### config.mk
export PLATFORM = sky130hd
export DESIGN_NAME = pds_top
export DESIGN_NICKNAME = d
export VERILOG_FILES = /design/src/core/pds_shift.v /design/src/core/pds_top.v
export VERILOG_INCLUDE_DIRS = /design/src /design/src/core
export SDC_FILE = /design/constraint.sdc
export NUM_CORES = 1
export LEC_CHECK = 0
export ABC_CLOCK_PERIOD_IN_PS = 2900
export BUFFER_PORTS_ARGS = -buffer_cell sky130_fd_sc_hd__clkbuf_2
export CORE_ASPECT_RATIO = 1.1
export CORE_UTILIZATION = 55
export CTS_BUF_LIST = sky130_fd_sc_hd__clkbuf_8
export CTS_CLUSTER_SIZE = 16
export DETAILED_ROUTE_END_ITERATION = 8
export HOLD_SLACK_MARGIN = 0.05
export PLACE_DENSITY = 0.92
export SYNTH_ARGS = -nofsm -noshare
export SYNTH_HDL_FRONTEND = slang
export SYNTH_HIERARCHICAL = 1
export SYNTH_SLANG_ARGS = --single-unit
### constraint.sdc
create_clock -name CLK_I -period 2.9 [get_ports CLK_I]
set_input_delay 0.29 -clock CLK_I [delete_from_list [all_inputs] [get_ports CLK_I]]
set_output_delay 0.29 -clock CLK_I [all_outputs]
set_load 0.1 [all_outputs]
### src/core/pds_defs.vh
// Purpose: constants of the preamble detector and byte synchroniser
// Assumes: 32-bit AXI4-Lite, one aligned word per register
// Notes: register indices are kept, byte address is four times the index
`ifndef PDS_DEFS_VH
`define PDS_DEFS_VH

// ----------------------------------------------------------------------
// Register indices and byte addresses
// ----------------------------------------------------------------------
`define PDS_IDX_CTRL 8'hD3
`define PDS_IDX_SYNC 8'hD4
`define PDS_IDX_MODE 8'hD5
`define PDS_IDX_STAT 8'hD6
`define PDS_ADDR_W 12
`define PDS_ADDR_CTRL 12'h34C
`define PDS_ADDR_SYNC 12'h350
`define PDS_ADDR_MODE 12'h354
`define PDS_ADDR_STAT 12'h358

// ----------------------------------------------------------------------
// Fields and reset values
// ----------------------------------------------------------------------
`define PDS_CTRL_EN_BIT 7
`define PDS_CTRL_LEN_MSB 6
`define PDS_CTRL_RST 8'h00
`define PDS_SYNC_RST 8'h00
`define PDS_MODE_BYTE_BIT 0
`define PDS_MODE_RST 1'b0

// ----------------------------------------------------------------------
// Counts
// ----------------------------------------------------------------------
`define PDS_CNT_MAX 7'h7F
`define PDS_WAIT_BITS 3'h7
`define PDS_BYTE_BITS 3'h7

// ----------------------------------------------------------------------
// AXI responses
// ----------------------------------------------------------------------
`define PDS_RESP_OKAY 2'h0
`define PDS_RESP_SLVERR 2'h2

`endif

### src/core/pds_shift.v
// Purpose: eight-bit receive window and saturating alternating-bit counter
// Assumes: one bit strobe per bit period, same clock as the caller
// Notes: clr empties the counter but keeps the window
`timescale 1ns/1ns
`include "pds_defs.vh"

module pds_shift (
    // Clock and control
    input wire clk_i,
    input wire rst_n_i,
    input wire ce_i,
    input wire clr_i,
    // Bit stream
    input wire bit_stb_i,
    input wire bit_i,
    // Results
    output reg [7:0] window_o,
    output reg [6:0] alt_cnt_o
);

    reg prev_r;
    reg have_prev_r;

    always @(posedge clk_i) begin
        if (!rst_n_i) begin
            window_o <= 8'h00;
            alt_cnt_o <= 7'h00;
            prev_r <= 1'b0;
            have_prev_r <= 1'b0;
        end else if (ce_i) begin
            if (clr_i) begin
                alt_cnt_o <= 7'h00;
                have_prev_r <= 1'b0;
            end else if (bit_stb_i) begin
                // Equal neighbours clear, differing ones count, saturating
                if (have_prev_r && (bit_i != prev_r)) begin
                    if (alt_cnt_o != `PDS_CNT_MAX)
                        alt_cnt_o <= alt_cnt_o + 7'h01;
                end else begin
                    alt_cnt_o <= 7'h00;
                end
                have_prev_r <= 1'b1;
            end
            if (bit_stb_i) begin
                window_o <= {window_o[6:0], bit_i};
                prev_r <= bit_i;
            end
        end
    end

endmodule // pds_shift

### src/core/pds_top.v
// Purpose: preamble detector and byte synchroniser of the receive path
// Assumes: demodulated bits arrive with a one-cycle strobe on CLK_I
// Notes: registers over AXI4-Lite; received bytes leave as one-cycle pulses
`timescale 1ns/1ns
`include "pds_defs.vh"

module pds_top (
    // Clock, reset, enable
    input wire CLK_I,
    input wire RST_N_I,
    input wire CE_I,
    // AXI4-Lite write address
    input wire AWVALID_I,
    output wire AWREADY_O,
    input wire [`PDS_ADDR_W-1:0] AWADDR_I,
    input wire [2:0] AWPROT_I,
    // AXI4-Lite write data
    input wire WVALID_I,
    output wire WREADY_O,
    input wire [31:0] WDATA_I,
    input wire [3:0] WSTRB_I,
    // AXI4-Lite write response
    output reg BVALID_O,
    input wire BREADY_I,
    output reg [1:0] BRESP_O,
    // AXI4-Lite read address
    input wire ARVALID_I,
    output wire ARREADY_O,
    input wire [`PDS_ADDR_W-1:0] ARADDR_I,
    input wire [2:0] ARPROT_I,
    // AXI4-Lite read data
    output reg RVALID_O,
    input wire RREADY_I,
    output reg [31:0] RDATA_O,
    output reg [1:0] RRESP_O,
    // Demodulated bit stream
    input wire RX_BIT_STB_I,
    input wire RX_BIT_I,
    // Receive buffer, interrupt request and sync-found status
    output reg RX_DATA_VALID_O,
    output reg [7:0] RX_DATA_O,
    output reg RF_IRQ_O,
    output reg SYNC_FOUND_O
);

    // ------------------------------------------------------------------
    // States
    // ------------------------------------------------------------------
    localparam ST_OFF = 3'h0;
    localparam ST_PRE = 3'h1;
    localparam ST_SRCH = 3'h2;
    localparam ST_WAIT = 3'h3;
    localparam ST_RECV = 3'h4;

    reg [7:0] preamble_detect_control;
    reg [7:0] sync_byte_pattern_reg;
    reg byte_mode_r;
    reg [2:0] state_r;
    reg [2:0] state_nxt;
    reg [2:0] wait_cnt_r;
    reg [2:0] wait_cnt_nxt;
    reg [2:0] bit_cnt_r;
    reg [2:0] bit_cnt_nxt;
    reg [7:0] asm_r;
    reg [7:0] asm_nxt;
    reg out_valid_nxt;
    reg [7:0] out_data_nxt;
    reg irq_nxt;
    reg cnt_clr;

    wire sync_en = preamble_detect_control[`PDS_CTRL_EN_BIT];
    wire [6:0] preamble_length_threshold = preamble_detect_control[`PDS_CTRL_LEN_MSB:0];
    wire [7:0] window;
    wire [6:0] alt_cnt;
    wire [7:0] win_next = {window[6:0], RX_BIT_I};
    wire sync_hit = (win_next == sync_byte_pattern_reg);
    // Break of the 0-1 pattern: new bit equals the previous one
    wire pattern_break = (RX_BIT_I == window[0]);

    // ------------------------------------------------------------------
    // Window and alternating counter
    // ------------------------------------------------------------------
    pds_shift u_shift (
        .clk_i(CLK_I),
        .rst_n_i(RST_N_I),
        .ce_i(CE_I),
        .clr_i(cnt_clr),
        .bit_stb_i(RX_BIT_STB_I),
        .bit_i(RX_BIT_I),
        .window_o(window),
        .alt_cnt_o(alt_cnt)
    );

    // ------------------------------------------------------------------
    // Detection and framing
    // ------------------------------------------------------------------
    always @* begin
        state_nxt = state_r;
        wait_cnt_nxt = wait_cnt_r;
        bit_cnt_nxt = bit_cnt_r;
        asm_nxt = asm_r;
        out_valid_nxt = 1'b0;
        out_data_nxt = RX_DATA_O;
        irq_nxt = 1'b0;
        cnt_clr = 1'b0;
        if (!sync_en) begin
            state_nxt = ST_OFF;
            cnt_clr = 1'b1;
            wait_cnt_nxt = 3'h0;
            if (RX_BIT_STB_I) begin
                if (byte_mode_r) begin
                    // Whole bytes, first bit ends up as MSB
                    asm_nxt = {asm_r[6:0], RX_BIT_I};
                    bit_cnt_nxt = bit_cnt_r + 3'h1;
                    if (bit_cnt_r == `PDS_BYTE_BITS) begin
                        out_valid_nxt = 1'b1;
                        out_data_nxt = {asm_r[6:0], RX_BIT_I};
                    end
                end else begin
                    out_valid_nxt = 1'b1;
                    out_data_nxt = {7'h00, RX_BIT_I};
                    bit_cnt_nxt = 3'h0;
                end
            end
        end else begin
            case (state_r)
                ST_OFF: begin
                    // Session starts on the enable edge; select bit now ignored
                    state_nxt = ST_PRE;
                    cnt_clr = 1'b1;
                end
                ST_PRE: begin
                    // Threshold of 0 is illegal; it would search at once
                    if (alt_cnt >= preamble_length_threshold)
                        state_nxt = ST_SRCH;
                end
                ST_SRCH: begin
                    if (RX_BIT_STB_I && sync_hit) begin
                        state_nxt = ST_RECV;
                        out_valid_nxt = 1'b1;
                        out_data_nxt = win_next;
                        irq_nxt = 1'b1;
                        bit_cnt_nxt = 3'h0;
                    end else if (RX_BIT_STB_I && pattern_break) begin
                        state_nxt = ST_WAIT;
                        wait_cnt_nxt = 3'h0;
                    end
                end
                ST_WAIT: begin
                    if (RX_BIT_STB_I) begin
                        if (sync_hit) begin
                            state_nxt = ST_RECV;
                            out_valid_nxt = 1'b1;
                            out_data_nxt = win_next;
                            irq_nxt = 1'b1;
                            bit_cnt_nxt = 3'h0;
                        end else if (wait_cnt_r == `PDS_WAIT_BITS - 3'h1) begin
                            state_nxt = ST_PRE;
                            cnt_clr = 1'b1;
                        end else begin
                            wait_cnt_nxt = wait_cnt_r + 3'h1;
                        end
                    end
                end
                ST_RECV: begin
                    // Enable left set has no further effect here
                    if (RX_BIT_STB_I) begin
                        asm_nxt = {asm_r[6:0], RX_BIT_I};
                        bit_cnt_nxt = bit_cnt_r + 3'h1;
                        if (bit_cnt_r == `PDS_BYTE_BITS) begin
                            out_valid_nxt = 1'b1;
                            out_data_nxt = {asm_r[6:0], RX_BIT_I};
                        end
                    end
                end
                default: begin
                    state_nxt = ST_OFF;
                end
            endcase
        end
    end

    always @(posedge CLK_I) begin
        if (!RST_N_I) begin
            state_r <= ST_OFF;
            wait_cnt_r <= 3'h0;
            bit_cnt_r <= 3'h0;
            asm_r <= 8'h00;
            RX_DATA_VALID_O <= 1'b0;
            RX_DATA_O <= 8'h00;
            RF_IRQ_O <= 1'b0;
            SYNC_FOUND_O <= 1'b0;
        end else if (CE_I) begin
            state_r <= state_nxt;
            wait_cnt_r <= wait_cnt_nxt;
            bit_cnt_r <= bit_cnt_nxt;
            asm_r <= asm_nxt;
            RX_DATA_VALID_O <= out_valid_nxt;
            RX_DATA_O <= out_data_nxt;
            RF_IRQ_O <= irq_nxt;
            SYNC_FOUND_O <= (state_nxt == ST_RECV);
        end
    end

    // ------------------------------------------------------------------
    // AXI4-Lite slave
    // ------------------------------------------------------------------
    reg aw_full_r;
    reg w_full_r;
    reg [`PDS_ADDR_W-1:0] aw_addr_r;
    reg [7:0] w_data_r;
    reg w_lane_r;
    reg [7:0] rd_val;
    reg rd_hit;

    // A frozen slave must not signal acceptance, or the item would be lost
    assign AWREADY_O = CE_I && !aw_full_r && !BVALID_O;
    assign WREADY_O = CE_I && !w_full_r && !BVALID_O;
    assign ARREADY_O = CE_I && !RVALID_O;

    wire wr_go = aw_full_r && w_full_r && !BVALID_O;
    wire wr_ctrl = (aw_addr_r[`PDS_ADDR_W-1:2] == {2'h0, `PDS_IDX_CTRL});
    wire wr_sync = (aw_addr_r[`PDS_ADDR_W-1:2] == {2'h0, `PDS_IDX_SYNC});
    wire wr_mode = (aw_addr_r[`PDS_ADDR_W-1:2] == {2'h0, `PDS_IDX_MODE});
    wire wr_stat = (aw_addr_r[`PDS_ADDR_W-1:2] == {2'h0, `PDS_IDX_STAT});

    always @* begin
        rd_hit = 1'b1;
        case (ARADDR_I[`PDS_ADDR_W-1:2])
            {2'h0, `PDS_IDX_CTRL}: rd_val = preamble_detect_control;
            {2'h0, `PDS_IDX_SYNC}: rd_val = sync_byte_pattern_reg;
            {2'h0, `PDS_IDX_MODE}: rd_val = {7'h00, byte_mode_r};
            {2'h0, `PDS_IDX_STAT}: rd_val = {1'b0, SYNC_FOUND_O, 3'h0, state_r};
            default: begin
                rd_val = 8'h00;
                rd_hit = 1'b0;
            end
        endcase
    end

    always @(posedge CLK_I) begin
        if (!RST_N_I) begin
            aw_full_r <= 1'b0;
            w_full_r <= 1'b0;
            aw_addr_r <= {`PDS_ADDR_W{1'b0}};
            w_data_r <= 8'h00;
            w_lane_r <= 1'b0;
            BVALID_O <= 1'b0;
            BRESP_O <= `PDS_RESP_OKAY;
            RVALID_O <= 1'b0;
            RDATA_O <= 32'h00000000;
            RRESP_O <= `PDS_RESP_OKAY;
            preamble_detect_control <= `PDS_CTRL_RST;
            sync_byte_pattern_reg <= `PDS_SYNC_RST;
            byte_mode_r <= `PDS_MODE_RST;
        end else if (CE_I) begin
            if (AWVALID_I && AWREADY_O) begin
                aw_full_r <= 1'b1;
                aw_addr_r <= AWADDR_I;
            end
            if (WVALID_I && WREADY_O) begin
                w_full_r <= 1'b1;
                w_data_r <= WDATA_I[7:0];
                w_lane_r <= WSTRB_I[0];
            end
            if (wr_go) begin
                aw_full_r <= 1'b0;
                w_full_r <= 1'b0;
                BVALID_O <= 1'b1;
                BRESP_O <= (wr_ctrl || wr_sync || wr_mode || wr_stat) ?
                    `PDS_RESP_OKAY : `PDS_RESP_SLVERR;
                if (w_lane_r && wr_ctrl)
                    preamble_detect_control <= w_data_r;
                if (w_lane_r && wr_sync)
                    sync_byte_pattern_reg <= w_data_r;
                if (w_lane_r && wr_mode)
                    byte_mode_r <= w_data_r[`PDS_MODE_BYTE_BIT];
            end else if (BVALID_O && BREADY_I) begin
                BVALID_O <= 1'b0;
            end
            if (ARVALID_I && ARREADY_O) begin
                RVALID_O <= 1'b1;
                RDATA_O <= {24'h000000, rd_val};
                RRESP_O <= rd_hit ? `PDS_RESP_OKAY : `PDS_RESP_SLVERR;
            end else if (RVALID_O && RREADY_I) begin
                RVALID_O <= 1'b0;
            end
        end
    end

endmodule // pds_top

==> results of run 1 <==
## cell type report
type / instances / area share, %
tap: 108 / 2.62
sequential: 92 / 35.7
inverter: 14 / 1.02
clock inverter: 7 / 1.26
clock buffer: 9 / 2.40
multi-input combinational: 435 / 50.1
timing repair buffer: 68 / 6.80
## worst max-delay path, stage by stage (launching register included)
cell	delay, ps
dfxtp_1	360
xnor2_1	270
and4_1	340
nand2_1	70
a31oi_1	150
o21ai_0	210
o21ai_0	600
nor2_1	140
a31oi_1	190
nor2_1	60
## placed cells by master (no fill, tap or decap), drive strengths merged, types with 2 or more instances in the layout
master and n:
nor3b 4, nand2 119, nand3b 5, nor2 48, o22ai 5, buf 4, and2 5, a22oi 8
nand3 12, o211ai 10, inv 19, dfxtp 92, and4 3, nand4 6, or3 2, o21ai 17
xnor2 11, nand4b 2, nor4 3, ha 12, a2111o 3, mux2i 38, a21boi 8, conb 26
nor3 3, o2bb2ai 2, nor2b 4, clkbuf 73, o21a 4, a22o 4, nand2b 6, a31oi 11
a21oi 41
## worst min path at each step
stage,slack (ps),startpoint,to,cells after the start
after global placement,440,aw_addr_r[6],aw_addr_r[6],2
after global routing,130,AWADDR_I[8],aw_addr_r[8],3
final,120,AWADDR_I[10],aw_addr_r[10],3
after floorplan,430,AWADDR_I[6],aw_addr_r[6],2
after detailed placement,440,aw_addr_r[6],aw_addr_r[6],2
after CTS,110,AWADDR_I[6],aw_addr_r[6],3
## power by group
| part | internal [mW] | leakage (nW) | switching [mW] | total (mW) |
|---|---|---|---|---|
| Sequential | 1.28 | 0.744 | 0.0197 | 1.30 |
| Clock | 0.336 | 0.0951 | 0.504 | 0.839 |
| Combinational | 0.0644 | 1.19 | 0.298 | 0.363 |
| Total | 1.68 | 2.03 | 0.822 | 2.51 |
## routing by layer
| metal | GRT usage [%] | routed length, um | part of all wire, % | vias up |
|---|---|---|---|---|
| li1 | - | - | - | 2030 |
| met1 | 29.1 | 4370 | 42 | 1895 |
| met2 | 42.0 | 5140 | 50 | 159 |
| met3 | 2.70 | 574 | 5.5 | 24 |
| met4 | 11.8 | 284 | 2.7 | 0 |
| met5 | 0 | 0 | 0 | - |
## stage by stage
stage | cell area [um^2] | cells | power, mW | utilization (%) | hold slack, ps
floorplan | 4790 | 593 | 1.66 | - | 426
global placement | 4960 | 717 | 1.69 | 61.4 | 437
detailed placement | 4960 | 717 | 1.69 | 61.4 | 443
CTS | 5150 | 733 | 2.51 | 63.7 | 114
global route | 5150 | 733 | 2.59 | 63.7 | 126
finish | 5150 | 733 | 2.51 | 63.7 | 119
==> Flow_metrics.wiki, run 1 <==
{| class="wikitable"
! Metric !! Value
|-
| Run status || complete, no violations
|-
| Leftover overflow at the end of global routing || 0
|-
| Clock period minus final worst setup slack || 2510 ps
|-
| Post-synthesis instance total || between 500 and 600
|-
| Crit path required time || 3170 ps
|-
| Number of hold violations in the final report || 0
|-
| Maximum number of pins on one net before global-route repair || between 60 and 70
|-
| Routed len/inst || about 14 um
|-
| Portion of the clock cycle consumed by the worst path in the final layout || between 80% and 90%
|-
| Endpoint of the lowest-slack register-to-register path || u_shift/alt_cnt_o[6]
|-
| Number of detailed-routing iterations run before antenna repair || 5
|-
| Type of origin of the critical path || register
|-
| Unrepaired setup endpoints after global routing || false
|-
| Worst setup path start || sync_byte_pattern_reg[5]
|-
| Number of fill cells || 649
|-
| P_leak || 2.03 nW
|-
| Endpoint arrival time on the critical path || ~2800 ps
|-
| Wire length after detailed routing || slightly above 10 mm
|-
| Buffers from clock root to sink, at most || 2
|-
| First-pass GRT wire length || 17.2 mm
|-
| Remaining antenna violation count after routing || 0
|-
| Synthesis warning total || 6
|-
| Critical path type || reg -> reg
|-
| TritonCTS clock tree || built
|-
| CTS resizes || 0
|-
| Depth of the worst register-to-register path || 9
|-
| Internal reg-to-reg setup slack || slightly below 400 ps
|-
| Clock Latency Late Sink || 380 ps
|-
| First DRT Iteration DRCs || slightly above 400
|-
| Total power per unit cell area || 486 nW/um^2
|-
| Largest Register || aw_addr_r
|-
| Max H-tree Level || 3
|-
| Worst reg2reg path startpoint || sync_byte_pattern_reg[5]
|-
| Die area || 8880 um^2
|-
| Max Transition Viols Final || 0
|-
| Total Negative Setup Slacks || 0 ps
|-
| Endpoint class of the critical path || register
|-
| Setup violators final || 0
|-
| Synth Area per Inst || 8.24 um^2
|-
| Port bufs || 64
|-
| Number of flip-flops in the largest register || 10
|-
| Via-to-Cell Ratio || between 5 and 6
|-
| Worst vdd rail ir drop || ~0.00031 V
|-
| Number of post-CTS setup repair buffers || 0
|-
| Peak fanout along the critical path || 6
|-
| Std cell rows || 34
|-
| Total I/O pin count || around 130
|-
| Nets || roughly 710
|-
| Area inside the core boundary || a little over 8000 um^2
|-
| Fraction of final layout cells sized beyond drive strength 1 || between 10% and 20%
|-
| CTS root buf || clkbuf_8
|-
| Starting Density || between 50% and 60%
|-
| Area overhead of the layout relative to synthesis || 10.1%
|-
| Number of global-route vias before repair || around 3700
|-
| Capture point of the worst path || u_shift/alt_cnt_o[6]
|-
| Routability congestion estimate from global placement || 0.877
|-
| Type of the most critical hold path || in -> reg
|-
| Die extent in y || 98.7 um
|-
| Total GRT Usage || between 20% and 30%
|-
| Die outline width || ~90 um
|-
| Measured slew at the worst slew-check pin || between 700 and 800 ps
|-
| Post-place setup slack || approximately 420 ps
|-
| Area used by sequential logic in the layout || around 1800 um^2
|-
| Clock slew seen by the registers of the worst setup and hold paths || 100 ps
|-
| Inserted Clock Buffers || 9
|-
| Final setup slack of the worst path || about 400 ps
|-
| Max_slew headroom || between 50% and 60%
|-
| Number of hold buffers added after cts || 0
|-
| Post-synthesis cell area || ~4700 um^2
|-
| Highest clock frequency the design can meet || around 400 MHz
|-
| Dpl hpwl || ~7.5 mm
|-
| Final antenna diode count || 0
|-
| Clock skew || between 9 and 10 ps
|-
| Number of antenna violations at the first check in global routing || 0
|-
| Area of the multi-input gates || ~2600 um^2
|-
| DRC violation count after routing || 0
|-
| Max-cap check violation count || 0
|-
| Clock net sink count || between 90 and 100
|-
| Total via count after detailed routing || about 4000
|}
Power figures use the tool's default switching activity.
==> inputs of run 2 (changes only) <==
Settings changed: CORE_UTILIZATION 55 to 45, PLACE_DENSITY 0.92 to 0.79.
==> run 2 against run 1 <==
Cell count increased by 1.9%. Clock power is essentially flat. Wire length grew 2.2%. Critical path type unchanged. Largest cell class unchanged. Highest routed layer unchanged.
==> Flow_metrics.wiki, run 2 (synthesis gave the netlist of run 1 again) <==
{| class="wikitable"
! Metric !! Value
|-
| Routed len/inst || 14.2 um
|-
| Clock net sink count || 92
|-
| Area overhead of the layout relative to synthesis || 10.8%
|-
| Starting Density || about 47%
|-
| Largest Register || aw_addr_r
|-
| Peak fanout along the critical path || 6
|-
| Unrepaired setup endpoints after global routing || false
|-
| Number of global-route vias before repair || 3903
|-
| Clock slew seen by the registers of the worst setup and hold paths || between 100 and 150 ps
|-
| Dpl cells || between 700 and 800
|-
| Portion of the clock cycle consumed by the worst path in the final layout || between 80% and 90%
|-
| Total via count after detailed routing || about 4000
|-
| Total I/O pin count || 128
|-
| Endpoint class of the critical path || register
|-
| Area inside the core boundary || between 9000 and 10000 um^2
|-
| Fraction of final layout cells sized beyond drive strength 1 || between 10% and 20%
|-
| Max H-tree Level || 3
|-
| First DRT Iteration DRCs || 213
|-
| Setup violators final || 0
|-
| Total Negative Setup Slacks || 0 ps
|-
| Via-to-Cell Ratio || 5.43
|-
| Worst vdd rail ir drop || approximately 0.00031 V
|-
| First-pass GRT wire length || 18.0 mm
|-
| Highest clock frequency the design can meet || around 390 MHz
|-
| Total power per unit cell area || roughly 480 nW/um^2
|-
| Area of the multi-input gates || 2580 um^2
|-
| Number of fill cells || 950
|-
| Remaining antenna violation count after routing || 0
|-
| Final antenna diode count || 0
|-
| Crit path required time || between 3000 and 4000 ps
|-
| Number of flip-flops in the largest register || 10
|-
| Endpoint arrival time on the critical path || roughly 2800 ps
|-
| Clock Latency Late Sink || around 370 ps
|-
| Number of hold buffers added after cts || 0
|-
| Commonest cells after routing, fill and taps aside || nand2_1 (119), dfxtp_1 (92), clkbuf_2 (64), nor2_1 (45), a21oi_1 (40)
|-
| Routability congestion estimate from global placement || about 0.86
|-
| Clock skew || 15.5 ps
|-
| DRC violation count after routing || 0
|-
| Final standard cell count with taps included and fillers excluded || between 700 and 800
|-
| Most frequent standard cell in the layout excluding fill and tap cells || nand2_1
|-
| P_leak || 2.04 nW
|-
| Buffers from clock root to sink, at most || 2
|-
| CTS resizes || 0
|-
| Number of antenna violations at the first check in global routing || 0
|-
| Clock period minus final worst setup slack || between 2000 and 3000 ps
|-
| Total GRT Usage || around a fifth
|-
| Area used by sequential logic in the layout || 1840 um^2
|-
| Type of the most critical hold path || in -> reg
|-
| Run status || complete, no violations
|-
| Max_slew headroom || 51.5%
|-
| Type of origin of the critical path || register
|-
| Std cell rows || 38
|-
| Wire length after detailed routing || between 10 and 15 mm
|-
| Leftover overflow at the end of global routing || 0
|-
| Number of detailed-routing iterations run before antenna repair || 4
|-
| Dpl hpwl || roughly 8 mm
|-
| Maximum number of pins on one net before global-route repair || 40
|-
| Number of post-CTS setup repair buffers || 0
|-
| Port bufs || 64
|-
| Measured slew at the worst slew-check pin || slightly above 700 ps
|-
| Die extent in y || ~110 um
|-
| Die area || between 10000 and 15000 um^2
|-
| TritonCTS clock tree || built
|-
| Number of hold violations in the final report || 0
|-
| CTS root buf || clkbuf_8
|-
| Max Transition Viols Final || 0
|-
| Inserted Clock Buffers || 9
|-
| Die outline width || between 90 and 100 um
|-
| Critical path type || reg -> reg
|-
| Nets || around 700
|-
| Max-cap check violation count || 0
|}
-- run 2: cell types whose count changed in the layout (fill, tap and decap cells not counted) --
| cell | change |
|---|---|
| clkinv_4 | +3 |
| inv_6 | -2 |
| clkinvlp_4 | -1 |
| buf_4 | +2 |
-- run 2: path summary, 6_finish.rpt --
| kind | slack [ps] | to | depth (start not counted) | from |
|---|---|---|---|---|
| min | 120 | aw_addr_r[5] | 3 | AWADDR_I[5] |
| max | 350 | u_shift/alt_cnt_o[6] | 9 | u_shift/window_o[0] |
| min reg2reg | 460 | w_lane_r | 2 | w_lane_r |
| max reg2reg | 350 | u_shift/alt_cnt_o[6] | 9 | u_shift/window_o[0] |
-- run 2: through the flow --
stage / util, % / setup slack (ps) / power [mW] / hold WS (ps) / cell area (um^2)
global placement: 50.0 / 423 / 1.69 / 438 / 4990
CTS: 51.9 / 374 / 2.51 / 120 / 5180
finish: 51.9 / 351 / 2.50 / 121 / 5180
floorplan: - / 324 / 1.66 / 426 / 4790
detailed placement: 50.0 / 393 / 1.70 / 447 / 4990
global route: 51.9 / 163 / 2.60 / 116 / 5180
-- run 2: area by class of cell --
cell class / count / area share [%]
Clock inverter: 7 / 1.28
Timing Repair Buffer: 70 / 7.05
Multi-Input combinational cell: 435 / 49.8
Inverter: 14 / 1.01
Clock buffer: 9 / 2.39
Tap cell: 120 / 2.90
Sequential cell: 92 / 35.5
-- run 2: critical path, cell delays in order, from the launching register on --
cell	delay [ps]
dfxtp_1	480
xnor2_1	180
and4_1	340
nand2_1	80
a31oi_1	150
o21ai_0	210
o21ai_0	590
nor2_1	140
a31oi_1	210
nor2_1	70
-- run 2: where the power goes --
part	switching [mW]	internal [mW]
clock network	0.501	0.334
registers	0.0194	1.28
logic	0.299	0.0653
-- run 2: layer usage --
layer  GRT usage, %  vias to the layer above  share of wire [%]
met5              0                        -                  0
met4           7.67                        0                2.1
met3           4.04                       17                5.4
met2           35.8                      121                 48
met1           25.8                     1886                 45
li1               -                     2030                  -
